**src/inc/opamp_ctrl_defs.svh**
```systemverilog
// Purpose: Register offsets, field positions, reset values and codes for the amplifier control block.
// Assumes: AXI4-Lite byte addressing, one 32-bit word per register.
// Notes: Included by the design modules and by the testbench.
`ifndef OPAMP_CTRL_DEFS_SVH
`define OPAMP_CTRL_DEFS_SVH

`define OFS_CTRL0 8'h00
`define OFS_CTRL1 8'h04
`define OFS_CTRL2 8'h08
`define OFS_CTRL3 8'h0C
`define OFS_HWCFG 8'h10
`define OFS_TRIM 8'h14
`define OFS_ADCSEL 8'h18
`define OFS_STATUS 8'h1C

`define CTRL0_RESET 32'h0000_0000
`define CTRL1_RESET 32'h0000_0000
`define CTRL2_RESET 32'h0000_0000
`define CTRL3_RESET 32'h0000_0000
`define HWCFG_RESET 32'h0000_0000
`define ADCSEL_RESET 32'h0000_0000

`define CTRL0_EN_BIT 7
`define CTRL0_UG_BIT 3
`define CTRL0_SOC_LSB 0
`define CTRL1_GAIN_LSB 4
`define CTRL1_LADDER_BIT 3
`define CTRL1_NSS_LSB 0
`define CTRL2_NCH_LSB 4
`define CTRL2_PCH_LSB 0
`define CTRL3_PSS_LSB 0
`define HWCFG_OVERRIDE_ENABLE_BIT 7
`define HWCFG_OVERRIDE_POLARITY_BIT 6
`define HWCFG_HIGH_LSB 4
`define HWCFG_LOW_LSB 2
`define HWCFG_ORS_LSB 0
`define ADCSEL_MODE_BIT 7
`define ADCSEL_PIN_LSB 0

`define SOC_BASIC 2'h0
`define SOC_LOW 2'h1
`define SOC_HIGH 2'h2
`define HW_BASIC 2'h0
`define HW_UNITY 2'h1
`define HW_RAIL 2'h2

`define CH_PIN 3'h2
`define CH_LADDER 3'h1
`define TRIM_FACTORY 8'h80

`define AXI_OKAY 2'h0
`define AXI_SLVERR 2'h2

`endif

```
**src/inc/opamp_ctrl_pkg.sv**
```systemverilog
// Purpose: Shared types for the amplifier control block.
// Assumes: Constants live in opamp_ctrl_defs.svh.
// Notes: Drive mode is the resolved amplifier output behaviour.
package opamp_ctrl_pkg;

   typedef enum logic [1:0] {
      drive_linear,
      drive_rail_low,
      drive_rail_high,
      drive_off
   } drive_type;

   typedef enum logic [1:0] {
      bus_idle,
      bus_resp
   } bus_state_type;

endpackage : opamp_ctrl_pkg

```
**src/inc/mode_if.sv**
```systemverilog
// Purpose: Carries the software mode fields to the override resolver and the resolved mode back.
// Assumes: Single clock domain.
// Notes: None.
`timescale 1ns/1ps
interface mode_if;
   import opamp_ctrl_pkg::*;
   logic override_enable;
   logic override_polarity;
   logic [1:0] override_source_sel;
   logic [1:0] mode_when_high;
   logic [1:0] mode_when_low;
   logic [1:0] soc;
   logic unity_gain_sel;
   drive_type drive;
   logic unity;
   modport ctrl (output override_enable, override_polarity, override_source_sel, mode_when_high,
      mode_when_low, soc, unity_gain_sel, input drive, unity);
   modport res (input override_enable, override_polarity, override_source_sel, mode_when_high,
      mode_when_low, soc, unity_gain_sel, output drive, unity);
endinterface : mode_if

```
**src/rtl/override_resolver.sv**
```systemverilog
// Purpose: Picks the amplifier mode from software fields or the sampled override signal.
// Assumes: Override sources are synchronous to aclk.
// Notes: Outputs are registered so a source change shows one cycle later.
`timescale 1ns/1ps
`include "opamp_ctrl_defs.svh"
module override_resolver
   import opamp_ctrl_pkg::*;
(
   input wire logic aclk,
   input wire logic aresetn,
   input wire logic [3:0] override_src,
   mode_if.res m
);
   drive_type drive_d;
   drive_type drive_q;
   logic unity_d;
   logic unity_q;
   logic level;
   logic [1:0] hw_mode;

   always_comb begin
      level = override_src[m.override_source_sel] ^ m.override_polarity;
      hw_mode = level ? m.mode_when_high : m.mode_when_low;
      drive_d = drive_linear;
      unity_d = 1'b0;
      if (m.override_enable) begin
         case (hw_mode)
            `HW_BASIC: drive_d = drive_linear;
            `HW_UNITY: begin
               drive_d = drive_linear;
               unity_d = 1'b1;
            end
            `HW_RAIL: drive_d = level ? drive_rail_high : drive_rail_low;
            default: drive_d = drive_off;
         endcase
      end else begin
         unity_d = m.unity_gain_sel;
         case (m.soc)
            `SOC_BASIC: drive_d = drive_linear;
            `SOC_LOW: drive_d = drive_rail_low;
            `SOC_HIGH: drive_d = drive_rail_high;
            default: drive_d = drive_off;
         endcase
      end
   end

   always_ff @(posedge aclk) begin
      if (!aresetn) begin
         drive_q <= drive_linear;
         unity_q <= 1'b0;
      end else begin
         drive_q <= drive_d;
         unity_q <= unity_d;
      end
   end

   assign m.drive = drive_q;
   assign m.unity = unity_q;

   override_lag_a: assert property (@(posedge aclk) disable iff (!aresetn)
      m.override_enable && (override_src[m.override_source_sel] ^ m.override_polarity)
      && m.mode_when_high == `HW_RAIL |=> m.drive == drive_rail_high)
      else $error("Override rail high not applied one cycle later.");
   sw_unity_a: assert property (@(posedge aclk) disable iff (!aresetn)
      !m.override_enable |=> (m.unity == $past(m.unity_gain_sel)))
      else $error("Unity gain does not follow software select.");
endmodule : override_resolver

```
**src/rtl/axil_regs.sv**
```systemverilog
// Purpose: AXI4-Lite slave holding the amplifier control registers.
// Assumes: One read and one write outstanding at most.
// Notes: Unmapped addresses answer SLVERR; read data of them is zero.
`timescale 1ns/1ps
`include "opamp_ctrl_defs.svh"
module axil_regs
   import opamp_ctrl_pkg::*;
(
   input wire logic aclk,
   input wire logic aresetn,
   input wire logic [7:0] awaddr,
   input wire logic awvalid,
   output logic awready,
   input wire logic [31:0] wdata,
   input wire logic [3:0] wstrb,
   input wire logic wvalid,
   output logic wready,
   output logic [1:0] bresp,
   output logic bvalid,
   input wire logic bready,
   input wire logic [7:0] araddr,
   input wire logic arvalid,
   output logic arready,
   output logic [31:0] rdata,
   output logic [1:0] rresp,
   output logic rvalid,
   input wire logic rready,
   input wire logic [31:0] status,
   output logic [31:0] regs_flat [0:6]
);
   logic [31:0] regs_d [0:6];
   logic [31:0] regs_q [0:6];
   logic aw_d, aw_q, w_d, w_q, b_d, b_q, r_d, r_q;
   logic [7:0] awa_d, awa_q;
   logic [31:0] wd_d, wd_q;
   logic [3:0] ws_d, ws_q;
   logic [1:0] bresp_d, bresp_q, rresp_d, rresp_q;
   logic [31:0] rdata_d, rdata_q;

   function automatic logic [3:0] decode(input logic [7:0] a);
      decode = (a[1:0] == 2'h0 && a <= `OFS_STATUS) ? 4'(a[7:2]) : 4'hF;
   endfunction : decode

   function automatic logic [31:0] merge(input logic [31:0] o, input logic [31:0] n, input logic [3:0] s);
      for (int i = 0; i < 4; i++) merge[i*8 +: 8] = s[i] ? n[i*8 +: 8] : o[i*8 +: 8];
   endfunction : merge

   always_comb begin
      logic [3:0] idx;
      idx = 4'h0;
      regs_d = regs_q;
      aw_d = aw_q;
      w_d = w_q;
      b_d = b_q && !bready;
      r_d = r_q && !rready;
      awa_d = awa_q;
      wd_d = wd_q;
      ws_d = ws_q;
      bresp_d = bresp_q;
      rresp_d = rresp_q;
      rdata_d = rdata_q;
      if (awvalid && !aw_q && !b_q) begin
         aw_d = 1'b1;
         awa_d = awaddr;
      end
      if (wvalid && !w_q && !b_q) begin
         w_d = 1'b1;
         wd_d = wdata;
         ws_d = wstrb;
      end
      if (aw_q && w_q) begin
         idx = decode(awa_q);
         aw_d = 1'b0;
         w_d = 1'b0;
         b_d = 1'b1;
         bresp_d = `AXI_OKAY;
         if (idx < 4'h7) regs_d[idx[2:0]] = merge(regs_q[idx[2:0]], wd_q, ws_q);
         else if (idx != 4'h7) bresp_d = `AXI_SLVERR;
      end
      if (arvalid && !r_q) begin
         idx = decode(araddr);
         r_d = 1'b1;
         rresp_d = (idx == 4'hF) ? `AXI_SLVERR : `AXI_OKAY;
         rdata_d = (idx == 4'h7) ? status : (idx < 4'h7) ? regs_q[idx[2:0]] : 32'h0000_0000;
      end
   end

   always_ff @(posedge aclk) begin
      if (!aresetn) begin
         regs_q[0] <= `CTRL0_RESET;
         regs_q[1] <= `CTRL1_RESET;
         regs_q[2] <= `CTRL2_RESET;
         regs_q[3] <= `CTRL3_RESET;
         regs_q[4] <= `HWCFG_RESET;
         regs_q[5] <= {24'h00_0000, `TRIM_FACTORY};
         regs_q[6] <= `ADCSEL_RESET;
         aw_q <= 1'b0;
         w_q <= 1'b0;
         b_q <= 1'b0;
         r_q <= 1'b0;
         awa_q <= 8'h00;
         wd_q <= 32'h0000_0000;
         ws_q <= 4'h0;
         bresp_q <= `AXI_OKAY;
         rresp_q <= `AXI_OKAY;
         rdata_q <= 32'h0000_0000;
      end else begin
         regs_q <= regs_d;
         aw_q <= aw_d;
         w_q <= w_d;
         b_q <= b_d;
         r_q <= r_d;
         awa_q <= awa_d;
         wd_q <= wd_d;
         ws_q <= ws_d;
         bresp_q <= bresp_d;
         rresp_q <= rresp_d;
         rdata_q <= rdata_d;
      end
   end

   assign awready = !aw_q && !b_q;
   assign wready = !w_q && !b_q;
   assign bvalid = b_q;
   assign bresp = bresp_q;
   assign arready = !r_q;
   assign rvalid = r_q;
   assign rdata = rdata_q;
   assign rresp = rresp_q;
   assign regs_flat = regs_q;

   trim_reset_a: assert property (@(posedge aclk) $rose(aresetn) |-> regs_q[5][7:0] == `TRIM_FACTORY)
      else $error("Trim not at factory value after reset.");
   bresp_hold_a: assert property (@(posedge aclk) disable iff (!aresetn) bvalid && !bready |=> bvalid)
      else $error("Write response dropped before accepted.");
   write_cov: cover property (@(posedge aclk) disable iff (!aresetn) bvalid && bready);
   read_cov: cover property (@(posedge aclk) disable iff (!aresetn) rvalid && rready);
endmodule : axil_regs

```
**src/rtl/opamp_mode_override_control.sv**
```systemverilog
// Purpose: Digital control around the on-chip amplifier: enable, pin tri-state, mode, routing, trim.
// Assumes: Override sources and ADC controls are synchronous to aclk.
// Notes: All outputs are registered; mode changes pass the resolver and the pin flops, reaching the pins two cycles after the cause.
//
// The implementer's own choices: the address map and register access over AXI4-Lite.
`timescale 1ns/1ps
`include "opamp_ctrl_defs.svh"

// Contract
// - Enable set forces the output pin's port driver to high impedance.
// - Override clear takes the mode from the software output control field.
// - Unity gain with override clear ties output to inverting input, freeing that pin.
// - Positive channel field routes noninverting input; pin select picks the external pin.
// - Negative channel field routes inverting input; pin select picks the external pin.
// - Ladder active only while enabled; gain select then picks the tap.
// - Channel fields can connect the ladder to either input as feedback.
// - Override enable hands mode control to the selected override signal.
// - Override high applies the high setting, low applies the low setting.
// - Polarity one inverts the override signal before choosing a setting.
// - Override modes are basic, unity gain, or rail drive following the signal.
// - Trim writes adjust offset; any reset reloads the factory value.
// - In ADC mode amplifier output feeds the ADC; ADC may pick positive pin.
// - Output control codes: basic, drive low, drive high, reserved.
// - Positive channel codes: ground, ladder, pin, half supply, two DAC outputs.
// - In ADC mode the ADC pin choice overrides the positive pin-select field.
module opamp_mode_override_control
   import opamp_ctrl_pkg::*;
(
   input wire logic aclk,
   input wire logic aresetn,
   input wire logic [7:0] s_axil_awaddr,
   input wire logic s_axil_awvalid,
   output logic s_axil_awready,
   input wire logic [31:0] s_axil_wdata,
   input wire logic [3:0] s_axil_wstrb,
   input wire logic s_axil_wvalid,
   output logic s_axil_wready,
   output logic [1:0] s_axil_bresp,
   output logic s_axil_bvalid,
   input wire logic s_axil_bready,
   input wire logic [7:0] s_axil_araddr,
   input wire logic s_axil_arvalid,
   output logic s_axil_arready,
   output logic [31:0] s_axil_rdata,
   output logic [1:0] s_axil_rresp,
   output logic s_axil_rvalid,
   input wire logic s_axil_rready,
   input wire logic [3:0] override_src,
   input wire logic [2:0] adc_pos_channel,
   output logic amp_enable,
   output logic amp_output_pin_port_oe_n,
   output logic [1:0] amp_drive,
   output logic unity_gain_sel,
   output logic [2:0] pos_channel_sel,
   output logic [1:0] pos_pin_sel,
   output logic [2:0] neg_channel_sel,
   output logic [2:0] neg_pin_sel,
   output logic neg_pin_free,
   output logic ladder_enable,
   output logic [2:0] gain_sel,
   output logic [7:0] offset_trim,
   output logic adc_route_amp
);
   logic [31:0] regs [0:6];
   logic [31:0] status;
   logic s_bvalid, s_arready, s_awready, s_wready, s_rvalid;
   logic [1:0] s_bresp, s_rresp;
   logic [31:0] s_rdata;
   mode_if m ();

   axil_regs u_regs (
      .aclk(aclk),
      .aresetn(aresetn),
      .awaddr(s_axil_awaddr),
      .awvalid(s_axil_awvalid),
      .awready(s_awready),
      .wdata(s_axil_wdata),
      .wstrb(s_axil_wstrb),
      .wvalid(s_axil_wvalid),
      .wready(s_wready),
      .bresp(s_bresp),
      .bvalid(s_bvalid),
      .bready(s_axil_bready),
      .araddr(s_axil_araddr),
      .arvalid(s_axil_arvalid),
      .arready(s_arready),
      .rdata(s_rdata),
      .rresp(s_rresp),
      .rvalid(s_rvalid),
      .rready(s_axil_rready),
      .status(status),
      .regs_flat(regs)
   );

   // The bus handshake outputs are registered inside the slave; the ready terms are gated flops.
   assign s_axil_awready = s_awready;
   assign s_axil_wready = s_wready;
   assign s_axil_bresp = s_bresp;
   assign s_axil_bvalid = s_bvalid;
   assign s_axil_arready = s_arready;
   assign s_axil_rdata = s_rdata;
   assign s_axil_rresp = s_rresp;
   assign s_axil_rvalid = s_rvalid;

   assign m.override_enable = regs[4][`HWCFG_OVERRIDE_ENABLE_BIT];
   assign m.override_polarity = regs[4][`HWCFG_OVERRIDE_POLARITY_BIT];
   assign m.override_source_sel = regs[4][`HWCFG_ORS_LSB +: 2];
   assign m.mode_when_high = regs[4][`HWCFG_HIGH_LSB +: 2];
   assign m.mode_when_low = regs[4][`HWCFG_LOW_LSB +: 2];
   assign m.soc = regs[0][`CTRL0_SOC_LSB +: 2];
   assign m.unity_gain_sel = regs[0][`CTRL0_UG_BIT];

   override_resolver u_res (
      .aclk(aclk),
      .aresetn(aresetn),
      .override_src(override_src),
      .m(m)
   );

   logic en_d, en_q, oe_n_d, oe_n_q, ug_d, ug_q, free_d, free_q, lad_d, lad_q, adc_d, adc_q;
   logic [1:0] drv_d, drv_q, pss_d, pss_q;
   logic [2:0] pch_d, pch_q, nch_d, nch_q, nss_d, nss_q, gain_d, gain_q;
   logic [7:0] trim_d, trim_q;

   always_comb begin
      en_d = regs[0][`CTRL0_EN_BIT];
      oe_n_d = en_d;
      drv_d = en_d ? 2'(m.drive) : 2'(drive_off);
      ug_d = m.unity;
      free_d = m.unity;
      pch_d = regs[2][`CTRL2_PCH_LSB +: 3];
      nch_d = ug_d ? 3'h0 : regs[2][`CTRL2_NCH_LSB +: 3];
      adc_d = regs[6][`ADCSEL_MODE_BIT];
      pss_d = regs[3][`CTRL3_PSS_LSB +: 2];
      if (adc_d) pss_d = adc_pos_channel[1:0];
      nss_d = regs[1][`CTRL1_NSS_LSB +: 3];
      lad_d = regs[1][`CTRL1_LADDER_BIT];
      gain_d = lad_d ? regs[1][`CTRL1_GAIN_LSB +: 3] : 3'h0;
      trim_d = regs[5][7:0];
   end

   always_ff @(posedge aclk) begin
      if (!aresetn) begin
         en_q <= 1'b0;
         oe_n_q <= 1'b0;
         drv_q <= 2'(drive_off);
         ug_q <= 1'b0;
         free_q <= 1'b0;
         pch_q <= 3'h0;
         nch_q <= 3'h0;
         pss_q <= 2'h0;
         nss_q <= 3'h0;
         lad_q <= 1'b0;
         gain_q <= 3'h0;
         trim_q <= `TRIM_FACTORY;
         adc_q <= 1'b0;
      end else begin
         en_q <= en_d;
         oe_n_q <= oe_n_d;
         drv_q <= drv_d;
         ug_q <= ug_d;
         free_q <= free_d;
         pch_q <= pch_d;
         nch_q <= nch_d;
         pss_q <= pss_d;
         nss_q <= nss_d;
         lad_q <= lad_d;
         gain_q <= gain_d;
         trim_q <= trim_d;
         adc_q <= adc_d;
      end
   end

   // Status shows the resolved mode so software can see the override take effect.
   assign status = {24'h00_0000, 3'h0, ug_q, drv_q, en_q, adc_q};

   assign amp_enable = en_q;
   assign amp_output_pin_port_oe_n = oe_n_q;
   assign amp_drive = drv_q;
   assign unity_gain_sel = ug_q;
   assign pos_channel_sel = pch_q;
   assign pos_pin_sel = pss_q;
   assign neg_channel_sel = nch_q;
   assign neg_pin_sel = nss_q;
   assign neg_pin_free = free_q;
   assign ladder_enable = lad_q;
   assign gain_sel = gain_q;
   assign offset_trim = trim_q;
   assign adc_route_amp = adc_q;

   pin_tristate_a: assert property (@(posedge aclk) disable iff (!aresetn) amp_enable |-> amp_output_pin_port_oe_n)
      else $error("Output pin port driver active while amplifier enabled.");
   sw_mode_a: assert property (@(posedge aclk) disable iff (!aresetn)
      en_d && !m.override_enable && $stable(m.override_enable) && m.soc == `SOC_LOW
      && $past(m.soc) == `SOC_LOW ##1 $past(m.soc) == `SOC_LOW |-> amp_drive == 2'(drive_rail_low))
      else $error("Software drive low not applied.");
   ladder_gate_a: assert property (@(posedge aclk) disable iff (!aresetn) !ladder_enable |-> gain_sel == 3'h0)
      else $error("Gain tap selected with ladder off.");
   adc_pin_a: assert property (@(posedge aclk) disable iff (!aresetn)
      adc_d |=> pos_pin_sel == $past(adc_pos_channel[1:0]))
      else $error("ADC pin choice not taking precedence.");
   trim_follow_a: assert property (@(posedge aclk) disable iff (!aresetn) 1'b1 |=> offset_trim == $past(regs[5][7:0]))
      else $error("Trim output not following register.");
   unity_frees_a: assert property (@(posedge aclk) disable iff (!aresetn) unity_gain_sel |-> neg_pin_free && neg_channel_sel == 3'h0)
      else $error("Unity gain did not free the inverting pin.");
   override_cov: cover property (@(posedge aclk) disable iff (!aresetn) m.override_enable && $changed(amp_drive));
   adc_cov: cover property (@(posedge aclk) disable iff (!aresetn) adc_route_amp && amp_enable);
   unity_cov: cover property (@(posedge aclk) disable iff (!aresetn) unity_gain_sel && amp_enable);
endmodule : opamp_mode_override_control

```
**config.mk**
```make
export PLATFORM = sky130hd
export DESIGN_NAME = opamp_mode_override_control
export DESIGN_NICKNAME = d
export VERILOG_FILES = /design/src/inc/opamp_ctrl_pkg.sv /design/src/inc/mode_if.sv /design/src/rtl/override_resolver.sv /design/src/rtl/axil_regs.sv /design/src/rtl/opamp_mode_override_control.sv
export VERILOG_INCLUDE_DIRS = /design/src /design/src/inc
export SDC_FILE = /design/constraint.sdc
export NUM_CORES = 1
export LEC_CHECK = 0
export ABC_AREA = 1
export BUFFER_PORTS_ARGS = -buffer_cell sky130_fd_sc_hd__buf_2
export CAP_MARGIN = 20
export CORE_ASPECT_RATIO = 1.1
export CORE_MARGIN = 2
export CORE_UTILIZATION = 65
export DETAILED_ROUTE_END_ITERATION = 10
export GPL_ROUTABILITY_DRIVEN = 1
export PLACE_DENSITY = 0.85
export SYNTH_ARGS = -nofsm -noshare
export SYNTH_HDL_FRONTEND = slang
export SYNTH_SLANG_ARGS = --single-unit
export TNS_END_PERCENT = 30
```
**constraint.sdc**
```tcl
create_clock -name aclk -period 5.69 [get_ports aclk]
set_clock_uncertainty 0.15 [all_clocks]
set_input_delay 0.569 -clock aclk [delete_from_list [all_inputs] [get_ports aclk]]
set_output_delay 0.569 -clock aclk [all_outputs]
set_load 0.02 [all_outputs]
```
* Word level (Yosys, flattened, before mapping) *
Cells that the tools add are included.

operators by class
  $add $sub $neg = 0
  multipliers = 0
  div/mod/pow operators = 0
  $lt $le $gt $ge = 8
  equality and inequality tests = 7
  shifts and indexed selects = 0
  mux-type cells = 32
  bitwise logic cells = 4
  reduce and logical (&&, ||, !) cells = 29

operator list
  cell                  number
  $bwmux W224           1
  $mux W32              7
  $bmux W32 S3          2
  $demux W32 S3         1
  $mux W8               4
  $le A8 B5 Y1 const B  2
  $mux W2               7
  $logic_and A1 B1 Y1   13
  $ge A4 B4 Y1 const B  2
  $logic_not A2 Y1      4
  $lt A4 B3 Y1 const B  2
  $mux W4               2
  $not A3 Y4            2
  $logic_not A1 Y1      6
  $pmux W2 S3           1
  $reduce_and A2 Y1     3
  $reduce_or A2 Y1      3
  $mux W1               5
  $eq A2 B1 Y1 const B  2
  $eq A2 B2 Y1 const B  2
  $eq A4 B3 Y1 const B  1
  $eq A4 B4 Y1 const B  1
  $lt A4 B1 Y1 const B  1
  $ne A4 B3 Y1 const B  1
  other kinds (5)       5

storage, ports and cells
  flip-flop bits (word level) = 339
  latch bits = 0
  RAM bits = 0
  ROM bits = 0
  input port bits = 66
  output and inout bits = 71
  word-level logic and storage cells = 110
  memories = 0

* Logic depth before layout (Yosys ltp) *
Gate-level depths: netlist (run 1).

  word-level depth = 9
  mapped depth = 12
  depth with buffers taken out = 11

* Modules after synthesis *
From an unflattened synthesis (run 1), not the netlist that was laid out.

second synthesis, totals
  cells, all modules = 2530
  area total of the unflattened synthesis = 16585.9 sq um

by module, submodules not included
  module                       instances  cells an instance  area each (sq um)  seq. area each (sq um)
  axil_regs                    1          2397               15491.1            6125.9
  opamp_mode_override_control  1          95                 865.8              560.5
  override_resolver            1          38                 229.0              60.1

* Worst setup path before layout (run 1) *
No wires, ideal clock.

  path kind = input-to-reg
  start = in s_axil_araddr[7]
  end = reg u_regs.rdata_q[20], in the netlist u_regs.rdata[20]
  library setup time = 132 ps
  data arrival time = 1813 ps
  data required time = 5408 ps
  slack = 3595 ps
  cell stages on the path = 10
  path buffers = 2
  cell sequence = nor2_1 nand3_1 nor2_1 buf_2 buf_1 nand3_1 nand2_1 nand2_1 nand3_1 a21oi_1

between the ends
  longest elaborated chain between the ends = 9
  elaborated cells between the ends (all ways) = 11
  classes of those cells = 2 x order compare; 1 x eq/ne; 6 x mux; 1 x bitwise; 1 x reduce/logical

RTL lines
  item                                          RTL line                           RTL
  start: declaration                            opamp_mode_override_control.sv:41  input wire logic [7:0] s_axil_araddr,
  $le A8 B5 Y1 (no source line) (*)             --
  $logic_and A1 B1 Y1 (no source line) (*)      --
  $mux W4 (*)                                   axil_regs.sv:41                    decode = (a[1:0] == 2'h0 && a <= `OFS_STATUS) ? 4'(a[7:2]) : 4'hF;
  $not A3 Y4 (not written as such)              axil_regs.sv:84                    rdata_d = (idx == 4'h7) ? status : (idx < 4'h7) ? regs_q[idx[2:0]] : 32'h0000_0000;
  $bmux W32 S3                                  axil_regs.sv:84
  $mux W32 (not written as such) (2 in series)  axil_regs.sv:84
  $mux W32                                      axil_regs.sv:84
  $mux W32 (*)                                  axil_regs.sv:84
  end signal: assignment                        axil_regs.sv:118                   rdata_q <= rdata_d;
  end: declaration                              axil_regs.sv:38                    logic [31:0] rdata_d, rdata_q;

Every way passes the cells marked *; elsewhere a longest branch is shown, timed or not. The select of a mux whose other input is x is not followed.
A chain may end at the register's enable or synchronous reset.

* Final worst setup path (run 1) *
  start = reg u_regs.awa_q[6]
  end = reg u_regs.regs_q, in the netlist u_regs.regs_flat[50]

between the ends
  longest elaborated chain between the ends = 9
  elaborated cells between the ends (all ways) = 16
  classes of those cells = 4 x order compare; 8 x mux; 1 x bitwise; 3 x reduce/logical

RTL lines
  item                                                                          RTL line                          RTL
  start: declaration                                                            axil_regs.sv:34                   logic [7:0] awa_d, awa_q;
  start signal: assignment                                                      axil_regs.sv:113                  awa_q <= awa_d;
  $le A8 B5 Y1 (no source line) (*)                                             --
  $logic_and A1 B1 Y1 (no source line) (*)                                      --
  $mux W4 (*)                                                                   axil_regs.sv:41
  $not A3 Y4 (not written as such)                                              axil_regs.sv:77                   if (idx < 4'h7) regs_d[idx[2:0]] = merge(regs_q[idx[2:0]], wd_q, ws_q);
  $ge A4 B4 Y1 (not written as such), or another cell as far along              axil_regs.sv:77
  $logic_and A1 B1 Y1 (not written as such) / $mux W32 (equally long branches)  axil_regs.sv:77
  $mux W32 (not written as such)                                                axil_regs.sv:77
  $demux W32 S3 / $mux W8 (equally long branches)                               axil_regs.sv:77, axil_regs.sv:45
  $bwmux W224                                                                   axil_regs.sv:77
  end signal: assignment                                                        axil_regs.sv:108                  regs_q <= regs_d;
  end: declaration                                                              axil_regs.sv:32                   logic [31:0] regs_q [0:6];

Marked as above.

==> reports/qor_table.md, run 1 <==
| Group | Result | This run |
|:---|:---|:---|
| run status | Run status | completed |
| clock network | Number of sinks handled by clock tree synthesis | 337 |
| layout | Number of nets in the layout | 2512 |
| synth | Synthesized-area fraction occupied by and/or/nand/nor cells | 32.1% |
| route | Detail Route Antenna Nets | 0 |
| clock network | Count of hold buffers inserted by post-cts repair | 0 |
| sta | Time the worst path needs with I/O delays and setup | 3.71 ns |
| synth | Synthesized netlist cell count | 2437 |
| floorplan | Effective utilization at floorplan | 66.1% |
| route | First-pass DRT Iterations | 6 |
| sta | Final number of setup-violating endpoints | 0 |
| synth | Largest family of logic cells by synthesized area | simple AND/OR/NAND/NOR gates |
| job | Max-Cap Viols | 0 |
| floorplan | Die X-Extent | 154 µm |
| synth | Post-synthesis average cell area | 6.62 µm² |
| synth | Synth Area in Compound Gates | 17.9% |
| worst setup path | Type of origin of the critical path | flip-flop |
| global routing | Number of global-route vias before repair | 16301 |
| worst setup path | CP Max Fanout | 48 |
| sta | Setup repair after global routing missed its margin | no |
| sta | Fin crit share | 65.3% |
| layout | Most common cell after layout, fill and taps aside | sky130_fd_sc_hd__nand2_1 |
| layout | Final design instance area without fill | 18000 µm² |
| clock network | Setup repair bufs after CTS | 0 |
| global routing | Met3 usage | 7.28% |
| worst setup path | Slowest cell on crit path | sky130_fd_sc_hd__nor2_4 |
| worst setup path | Cell-by-cell listing of the critical path | nor2_4 -> nand2_1 -> nor2_4 -> o21ai_2 -> inv_2 -> nand2_2 -> nor3_4 -> buf_4 -> o21ai_0 -> a21oi_1 |
| floorplan | Std-Cell Core Area | 24400 µm² |
| floorplan | Chip height | 169 µm |
| clock network | Post-cts gate resize count | 0 |
| global routing | M2 GR Usage | 64.5% |
| global routing | Global routing usage on met1 | 48.7% |
| layout | Sequential cell area | 6750 µm² |
| place | DP Cell Count | 2717 |
| global routing | Antenna violations before repair | 0 |
| layout | Final Non-Filler Cells | 2780 |
| layout | Share of post-route cells with drive strength above 1 | 11.7% |
| route | DRC viols | 0 |
| place | Placed wire-length estimate after detailed placement | 28.6 mm |
| synth | Post-synthesis adder-cell area fraction | 0% |
| synth | Fraction of synthesized area in multiplexers | 0% |
| route | DRC violation total after the first TritonRoute iteration | 2370 |
| floorplan | IO Count | 137 |
| global routing | Wire length of the first global-routing pass | 83.6 mm |
| place | Post-placement worst setup slack | 2.18 ns |
| route | Detailed-route via count | 17375 |
| pwr | Leakage | 7.84 nW |
| worst setup path | CP most frequent cell | sky130_fd_sc_hd__nor2_4 |
| layout | Multi-input gate area | 8130 µm² |
| floorplan | Die footprint | 26100 µm² |
| sta | Count of final hold-check violations | 0 |
| global routing | Total overflow reported by the global router | 0 |
| sta | Setup Total Neg Slack | 0 ns |
| layout | Commonest cells after routing, fill and taps aside | 619 x sky130_fd_sc_hd__nand2_1, 335 x sky130_fd_sc_hd__dfxtp_1, 285 x sky130_fd_sc_hd__o21ai_0 |
| clock network | Maximum buffer depth of the clock tree | 3 |
| synth | Area share of xor/xnor cells in the synthesized design | 0.0543% |
| sta | Worst hold slack after final layout | 0.127 ns |
| clock network | Clock transition at the registers of the reported paths | 0.06 ns |
| clock network | Clk root buf | sky130_fd_sc_hd__clkbuf_16 |
| sta | Remaining max-slew budget at the tightest pin | 27.6% |
| worst setup path | Sort of element at the end of the critical path | flip-flop |
| synth | Sequential area share after synthesis | 41.8% |
| floorplan | Site row count | 60 |
| synth | Number of storage elements in the synthesis netlist | 337 |
| synth | Async set-reset flop share out of synthesis | 0% |
| clock network | H-tree depth reported by CTS | 2 |
| worst setup path | Category of the most critical setup path | flip-flop to flip-flop |
| synth | Yosys warnings | 0 |
| place | Port-buffer cells | 133 |
| route | Final routed wirelength across all metal layers | 52.8 mm |
| route | Wirelength per Cell | 19.0 µm |
| sta | Highest Clock Rate | 269 MHz |
| global routing | Maximum number of pins on one net before global-route repair | 150 |
| layout | Area growth from synthesis to layout | 11.4% |
| worst setup path | CP Data Required Time | 5.98 ns |
| sta | Slack of the critical path | 1.98 ns |
| global routing | Most congested layer reported by global routing | met2 |
| synth | Number of distinct library cell variants in the gate-level netlist after synthesis | 29 |
| sta | Slew Viols, Final | 0 |
| worst setup path | Crit-path max cell delay | 0.74 ns |
| layout | Count of antenna diodes in the layout | 0 |
| clock network | Clock network latency to the later pin of the worst-skew pair | 0.54 ns |
| synth | Commonest register cell after synthesis | sky130_fd_sc_hd__dfxtp_1 |
| layout | Filler cell count | 1967 |
| worst setup path | Worst path arrival time | 4.00 ns |
| place | Weighted congestion at the end of routability-driven global placement | 0.953 |
| hold path | Hold WC Path Type | input port to flip-flop |
| sta | Slew of the pin with the lowest slew margin | 1.09 ns |
| pwr | Power density normalized to cell area | 311 nW/µm² |
| clock network | TritonCTS clock tree | done |
| synth | EDFF count, synth | 0 |
| route | Detail-routed via count per cell | 6.25 |
| place | Post-place instance area | 16700 µm² |
| global routing | Global router's overall resource usage | 39.8% |
| pwr | IR drop worst, VDD | 0.254 mV |
| clock network | Number of clock buffers inserted by TritonCTS | 36 |
| synth | Cell area after technology mapping | 16100 µm² |
cell families (layout without fill, tap and decap cells):
family                    after synthesis  count (layout)
AOI/OAI and AO/OA                     572             572
and+or+nand+nor                      1197            1197
buffers and inverters                 329             361
xor gates and xnor gates                1               1
DFF                                   337             337
other                                   1               2
layout make-up:
class	count	share of cell area, %
Tap cell	310	2.16
Timing Repair Buffer	165	5.42
Sequential cell	337	37.5
Multi-Input combinational cell	1772	45.2
Clock buffer	51	5.94
Inverter	134	2.80
Clock inverter	11	0.919
report_power, final:
| part | total [mW] | internal, mW | leakage [nW] | switching (mW) |
|---|---|---|---|---|
| Clock | 2.45 | 1.49 | 0.608 | 0.963 |
| Sequential | 2.44 | 2.41 | 2.73 | 0.0310 |
| Combinational | 0.694 | 0.155 | 4.50 | 0.539 |
| Total | 5.58 | 4.05 | 7.84 | 1.53 |
flip-flops by register name (all words and copies together), names as in the netlist, 2 cells and up:
| name | cells |
|---|---|
| amp_drive | 2 |
| u_res.m.drive | 2 |
| neg_pin_sel | 3 |
| u_regs.awa_q | 8 |
| pos_pin_sel | 2 |
| u_regs.ws_q | 4 |
| offset_trim | 8 |
| u_regs.regs_flat | 224 |
| pos_channel_sel | 3 |
| u_regs.wd_q | 32 |
| gain_sel | 3 |
| u_regs.rdata | 32 |
| neg_channel_sel | 3 |
worst paths after layout:
kind	slack [ns]	endpoint	start	depth (start not counted)
worst max-delay path	1.98	u_regs.regs_flat[50]	u_regs.awa_q[6]	10
worst min-delay path	0.13	u_regs.wd_q[29]	s_axil_wdata[29]	3
worst max register to register	1.98	u_regs.regs_flat[50]	u_regs.awa_q[6]	10
worst min register to register	0.26	amp_drive[1]	u_res.m.drive[1]	1
cell usage after synthesis, drive strengths merged (2+ instances only):
cell | count | area (µm²)
nand2 | 622 | 2340
dfxtp | 337 | 6750
o21ai | 295 | 1490
a21oi | 268 | 1340
nor2 | 227 | 900
nand3 | 213 | 1070
inv | 134 | 503
clkbuf | 124 | 469
nand4 | 98 | 619
buf | 71 | 337
or2 | 34 | 213
o22ai | 5 | 31.3
nor3 | 3 | 42.5
o211ai | 2 | 15.0
through the flow:
| stage | util (%) | total power, mW |
|---|---|---|
| 2_1_floorplan | - | 2.92 |
| 3_3_place_gp | 68.6 | 3.13 |
| 3_5_place_dp | 68.6 | 3.15 |
| 4_1_cts | 73.6 | 5.56 |
| 5_1_grt | 73.7 | 5.73 |
| 6_report | 73.7 | 5.58 |
critical path, delay by kind of cell, from the launching register on:
family | cells | cell delay (ns)
and+or+nand+nor | 5 | 1.79
buffers and inverters | 2 | 0.79
AOI/OAI and AO/OA | 3 | 0.52
DFF | 1 | 0.33
per-layer routing:
metal | vias to the layer above | share of wire (%) | routed length [µm]
met1 | 7811 | 36 | 19100
met4 | 0 | 6.5 | 3410
met2 | 1254 | 45 | 23700
met5 | - | 0 | 0
met3 | 240 | 12 | 6570
li1 | 8070 | - | -
No activity file was read; power rests on OpenSTA's default activity.
==> run 2, diff against run 1 <==
- CORE_UTILIZATION: 65 -> 54
- PLACE_DENSITY: 0.85 -> 0.75
- clock period: 5.69 -> 3.2 ns (I/O delays scaled with it)
==> run 2 against run 1 <==
  * Design area rose by 4.9%
  * Non-clock buffer count rose by 70
  * Combinational power increased by 89%
  * Critical path type unchanged
  * Critical endpoint is now u_regs.regs_flat[126]
  * Register-to-register slack lost 1.5 ns
  * Critical path depth decreased by 3
  * Sequential cell count did not move
  * Routed wire length up 2.9%
  * Die area rose by 20%
  * Total power is 84% higher
  * Fmax up 39%
  * Hold slack worse by 0.11 ns
  * Utilization decreased by 9.7 points
==> reports/qor_table.md, run 2 (synthesis gave the netlist of run 1 again) <==
| Group | Result | This run | Delta |
|:---|:---|:---|:---|
| run status | Run status | completed |  |
| place | DP Cell Count | 2809 | +3.4% |
| route | Final routed wirelength across all metal layers | 54.3 mm | +2.9% |
| floorplan | Die X-Extent | 169 µm | +9.5% |
| worst setup path | Capturing element of the worst setup path | u_regs.regs_flat[126] |  |
| layout | Commonest cells after routing, fill and taps aside | 619 x sky130_fd_sc_hd__nand2_1, 335 x sky130_fd_sc_hd__dfxtp_1, 285 x sky130_fd_sc_hd__o21ai_0 |  |
| clock network | Maximum buffer depth of the clock tree | 3 | unchanged |
| global routing | Total overflow reported by the global router | 0 | unchanged |
| clock network | Setup repair bufs after CTS | 0 | unchanged |
| worst setup path | First element of the critical path | u_regs.awa_q[2] |  |
| layout | Max reg flops | 224 | unchanged |
| worst setup path | Worst Reg-to-Reg Cells | 7 | -3 |
| sta | Remaining max-slew budget at the tightest pin | 43.0% | +15 points |
| floorplan | Std-Cell Core Area | 29500 µm² | +21% |
| layout | Number of nets in the layout | 2582 | +2.8% |
| place | Placed wire-length estimate after detailed placement | 31.2 mm | +8.9% |
| floorplan | IO Count | 137 | unchanged |
| layout | Area growth from synthesis to layout | 16.9% |  |
| layout | Most common cell after layout, fill and taps aside | sky130_fd_sc_hd__nand2_1 |  |
| floorplan | Chip height | 185 µm | +9.5% |
| clock network | H-tree depth reported by CTS | 2 | unchanged |
| global routing | Antenna violations before repair | 0 | unchanged |
| route | Detailed-route via count | 17376 | +0.0058% |
| sta | Slew of the pin with the lowest slew margin | 0.855 ns | -0.231 ns |
| pwr | Total power draw | 10.3 mW | +84% |
| sta | Slew Viols, Final | 0 | unchanged |
| worst setup path | Worst path arrival time | 2.98 ns | -1.02 ns |
| pwr | Internal cell power | 7.50 mW | +85% |
| sta | Highest Clock Rate | 373 MHz | +39% |
| clock network | Clk root buf | sky130_fd_sc_hd__clkbuf_16 |  |
| sta | Setup Total Neg Slack | 0 ns | unchanged |
| global routing | Wire length of the first global-routing pass | 85.1 mm | +1.9% |
| floorplan | Die footprint | 31300 µm² | +20% |
| route | Detail-routed via count per cell | 5.95 | -4.7% |
| route | DRC violation total after the first TritonRoute iteration | 1864 | -21% |
| pwr | Leakage | 8.21 nW | +4.7% |
| worst setup path | CP Data Required Time | 3.50 ns | -2.48 ns |
| layout | Final design instance area without fill | 18900 µm² | +4.9% |
| worst setup path | CP Max Fanout | 34 | -29% |
| job | Max-Cap Viols | 0 | unchanged |
| global routing | Number of global-route vias before repair | 15950 | -2.2% |
| place | Post-place instance area | 17100 µm² | +2.2% |
| pwr | Flop pwr share | 42.2% | -1.5 points |
| pwr | Switching pwr | 2.79 mW | +82% |
| clock network | Clock transition at the registers of the reported paths | 0.06 ns | about the same |
| clock network | TritonCTS clock tree | done |  |
| sta | Worst hold slack after final layout | 0.0217 ns | -0.106 ns |
| clock network | Number of clock buffers inserted by TritonCTS | 36 | unchanged |
| route | Wirelength per Cell | 18.6 µm | -1.9% |
| worst setup path | Category of the most critical setup path | flip-flop to flip-flop |  |
| pwr | Part of the power in the clock network | 45.0% | +1.1 points |
| pwr | Power density normalized to cell area | 545 nW/µm² | +76% |
| global routing | Maximum number of pins on one net before global-route repair | 73 | -51% |
| global routing | Global router's overall resource usage | 34.4% | -5.4 points |
| sta | Count of final hold-check violations | 0 | unchanged |
| floorplan | Site row count | 66 | +10% |
| worst setup path | Sort of element at the end of the critical path | flip-flop |  |
| pwr | Power share of the combinational group | 12.8% | +0.4 points |
| layout | Count of antenna diodes in the layout | 0 | unchanged |
| sta | Setup repair after global routing missed its margin | no |  |
| pwr | IR drop worst, VDD | 0.472 mV | +86% |
| route | DRC viols | 0 | unchanged |
| worst setup path | Reg-to-reg setup timing slack | 0.52 ns | -1.46 ns |
| route | Detail Route Antenna Nets | 0 | unchanged |
| sta | Time the worst path needs with I/O delays and setup | 2.68 ns | -1.03 ns |
| hold path | Hold WC Path Type | input port to flip-flop |  |
| layout | Final Non-Filler Cells | 2918 | +5.0% |
| clock network | Clock network latency to the later pin of the worst-skew pair | 0.54 ns | about the same |
| route | First-pass DRT Iterations | 6 | unchanged |
| pwr | Net switching fraction of the power | 27.1% | -0.38 points |
| place | Weighted congestion at the end of routability-driven global placement | 0.928 | -2.6% |
| worst setup path | Origin of the critical flop-to-flop path | u_regs.awa_q[2] |  |
| sta | Final number of setup-violating endpoints | 0 | unchanged |
| place | Port-buffer cells | 133 | unchanged |
| layout | Share of post-route cells with drive strength above 1 | 12.5% | +0.84 points |
| worst setup path | Type of origin of the critical path | flip-flop |  |
| worst setup path | Critical R2R Capture | u_regs.regs_flat[126] |  |
| layout | Filler cell count | 2593 | +32% |
| hold path | Hold Path Origin | s_axil_araddr[1] |  |
| sta | Fin crit share | 83.8% | +19 points |
| clock network | Number of sinks handled by clock tree synthesis | 337 | unchanged |
| floorplan | Effective utilization at floorplan | 54.7% | -11 points |
-- run 2: layout make-up --
cell class / instances / area [µm²] / share of cell area (%)
timing repair buffer: 235 / 1680 / 8.92
sequential: 337 / 6750 / 35.8
inverter: 134 / 503 / 2.67
multi-input combinational: 1772 / 8130 / 43.1
clock inverter: 13 / 234 / 1.24
tap: 374 / 468 / 2.48
clock buffer: 53 / 1100 / 5.82
-- run 2: critical path: stages, from the launching register on --
cell and delay, ns:
sky130_fd_sc_hd__dfxtp_2 0.65, sky130_fd_sc_hd__buf_4 0.35, sky130_fd_sc_hd__buf_4 0.46, sky130_fd_sc_hd__nand2_1 0.17
sky130_fd_sc_hd__nor2_4 0.14, sky130_fd_sc_hd__buf_4 0.36, sky130_fd_sc_hd__o21ai_0 0.14, sky130_fd_sc_hd__a21oi_1 0.17
-- run 2: worst min path at each step --
stage	to	slack, ns	cells past startpoint
global placement	amp_drive[0]	0.25	1
global route	u_regs.rresp[1]	0.09	5
detailed placement	amp_drive[1]	0.25	1
floorplan	amp_drive[0]	0.24	1
finish	u_regs.rresp[1]	0.02	5
CTS	u_regs.rresp[1]	0.02	5
-- run 2: metal layers --
layer / share of wire [%] / vias up / GRT usage (%)
li1: - / 8223 / -
met1: 39 / 7941 / 42.7
met2: 46 / 1020 / 56.3
met3: 10 / 192 / 5.85
met4: 5.6 / 0 / 20.2
met5: 0 / - / 0
-- run 2: metrics by stage --
step | util [%] | setup WS (ns)
floorplan | - | 1.35
global placement | 58.0 | 0.732
detailed placement | 58.0 | 0.657
CTS | 64.0 | 0.606
global route | 64.0 | 0.416
finish | 64.0 | 0.519
-- run 2: timing repair --
item,4_1_cts,5_1_grt
resized for setup,0,0
hold endpoints to repair,43,0
endpoints found under the setup margin,0,0
hold buffers,43,0
-- run 2: power groups by stage --
stage	combinational [mW]	clock (mW)	sequential [mW]
5_1_grt	1.39	4.85	4.35
6_report	1.31	4.63	4.34
3_3_place_gp	1.20	0	4.43
2_1_floorplan	0.767	0	4.42
3_5_place_dp	1.22	0	4.43
4_1_cts	1.26	4.66	4.34
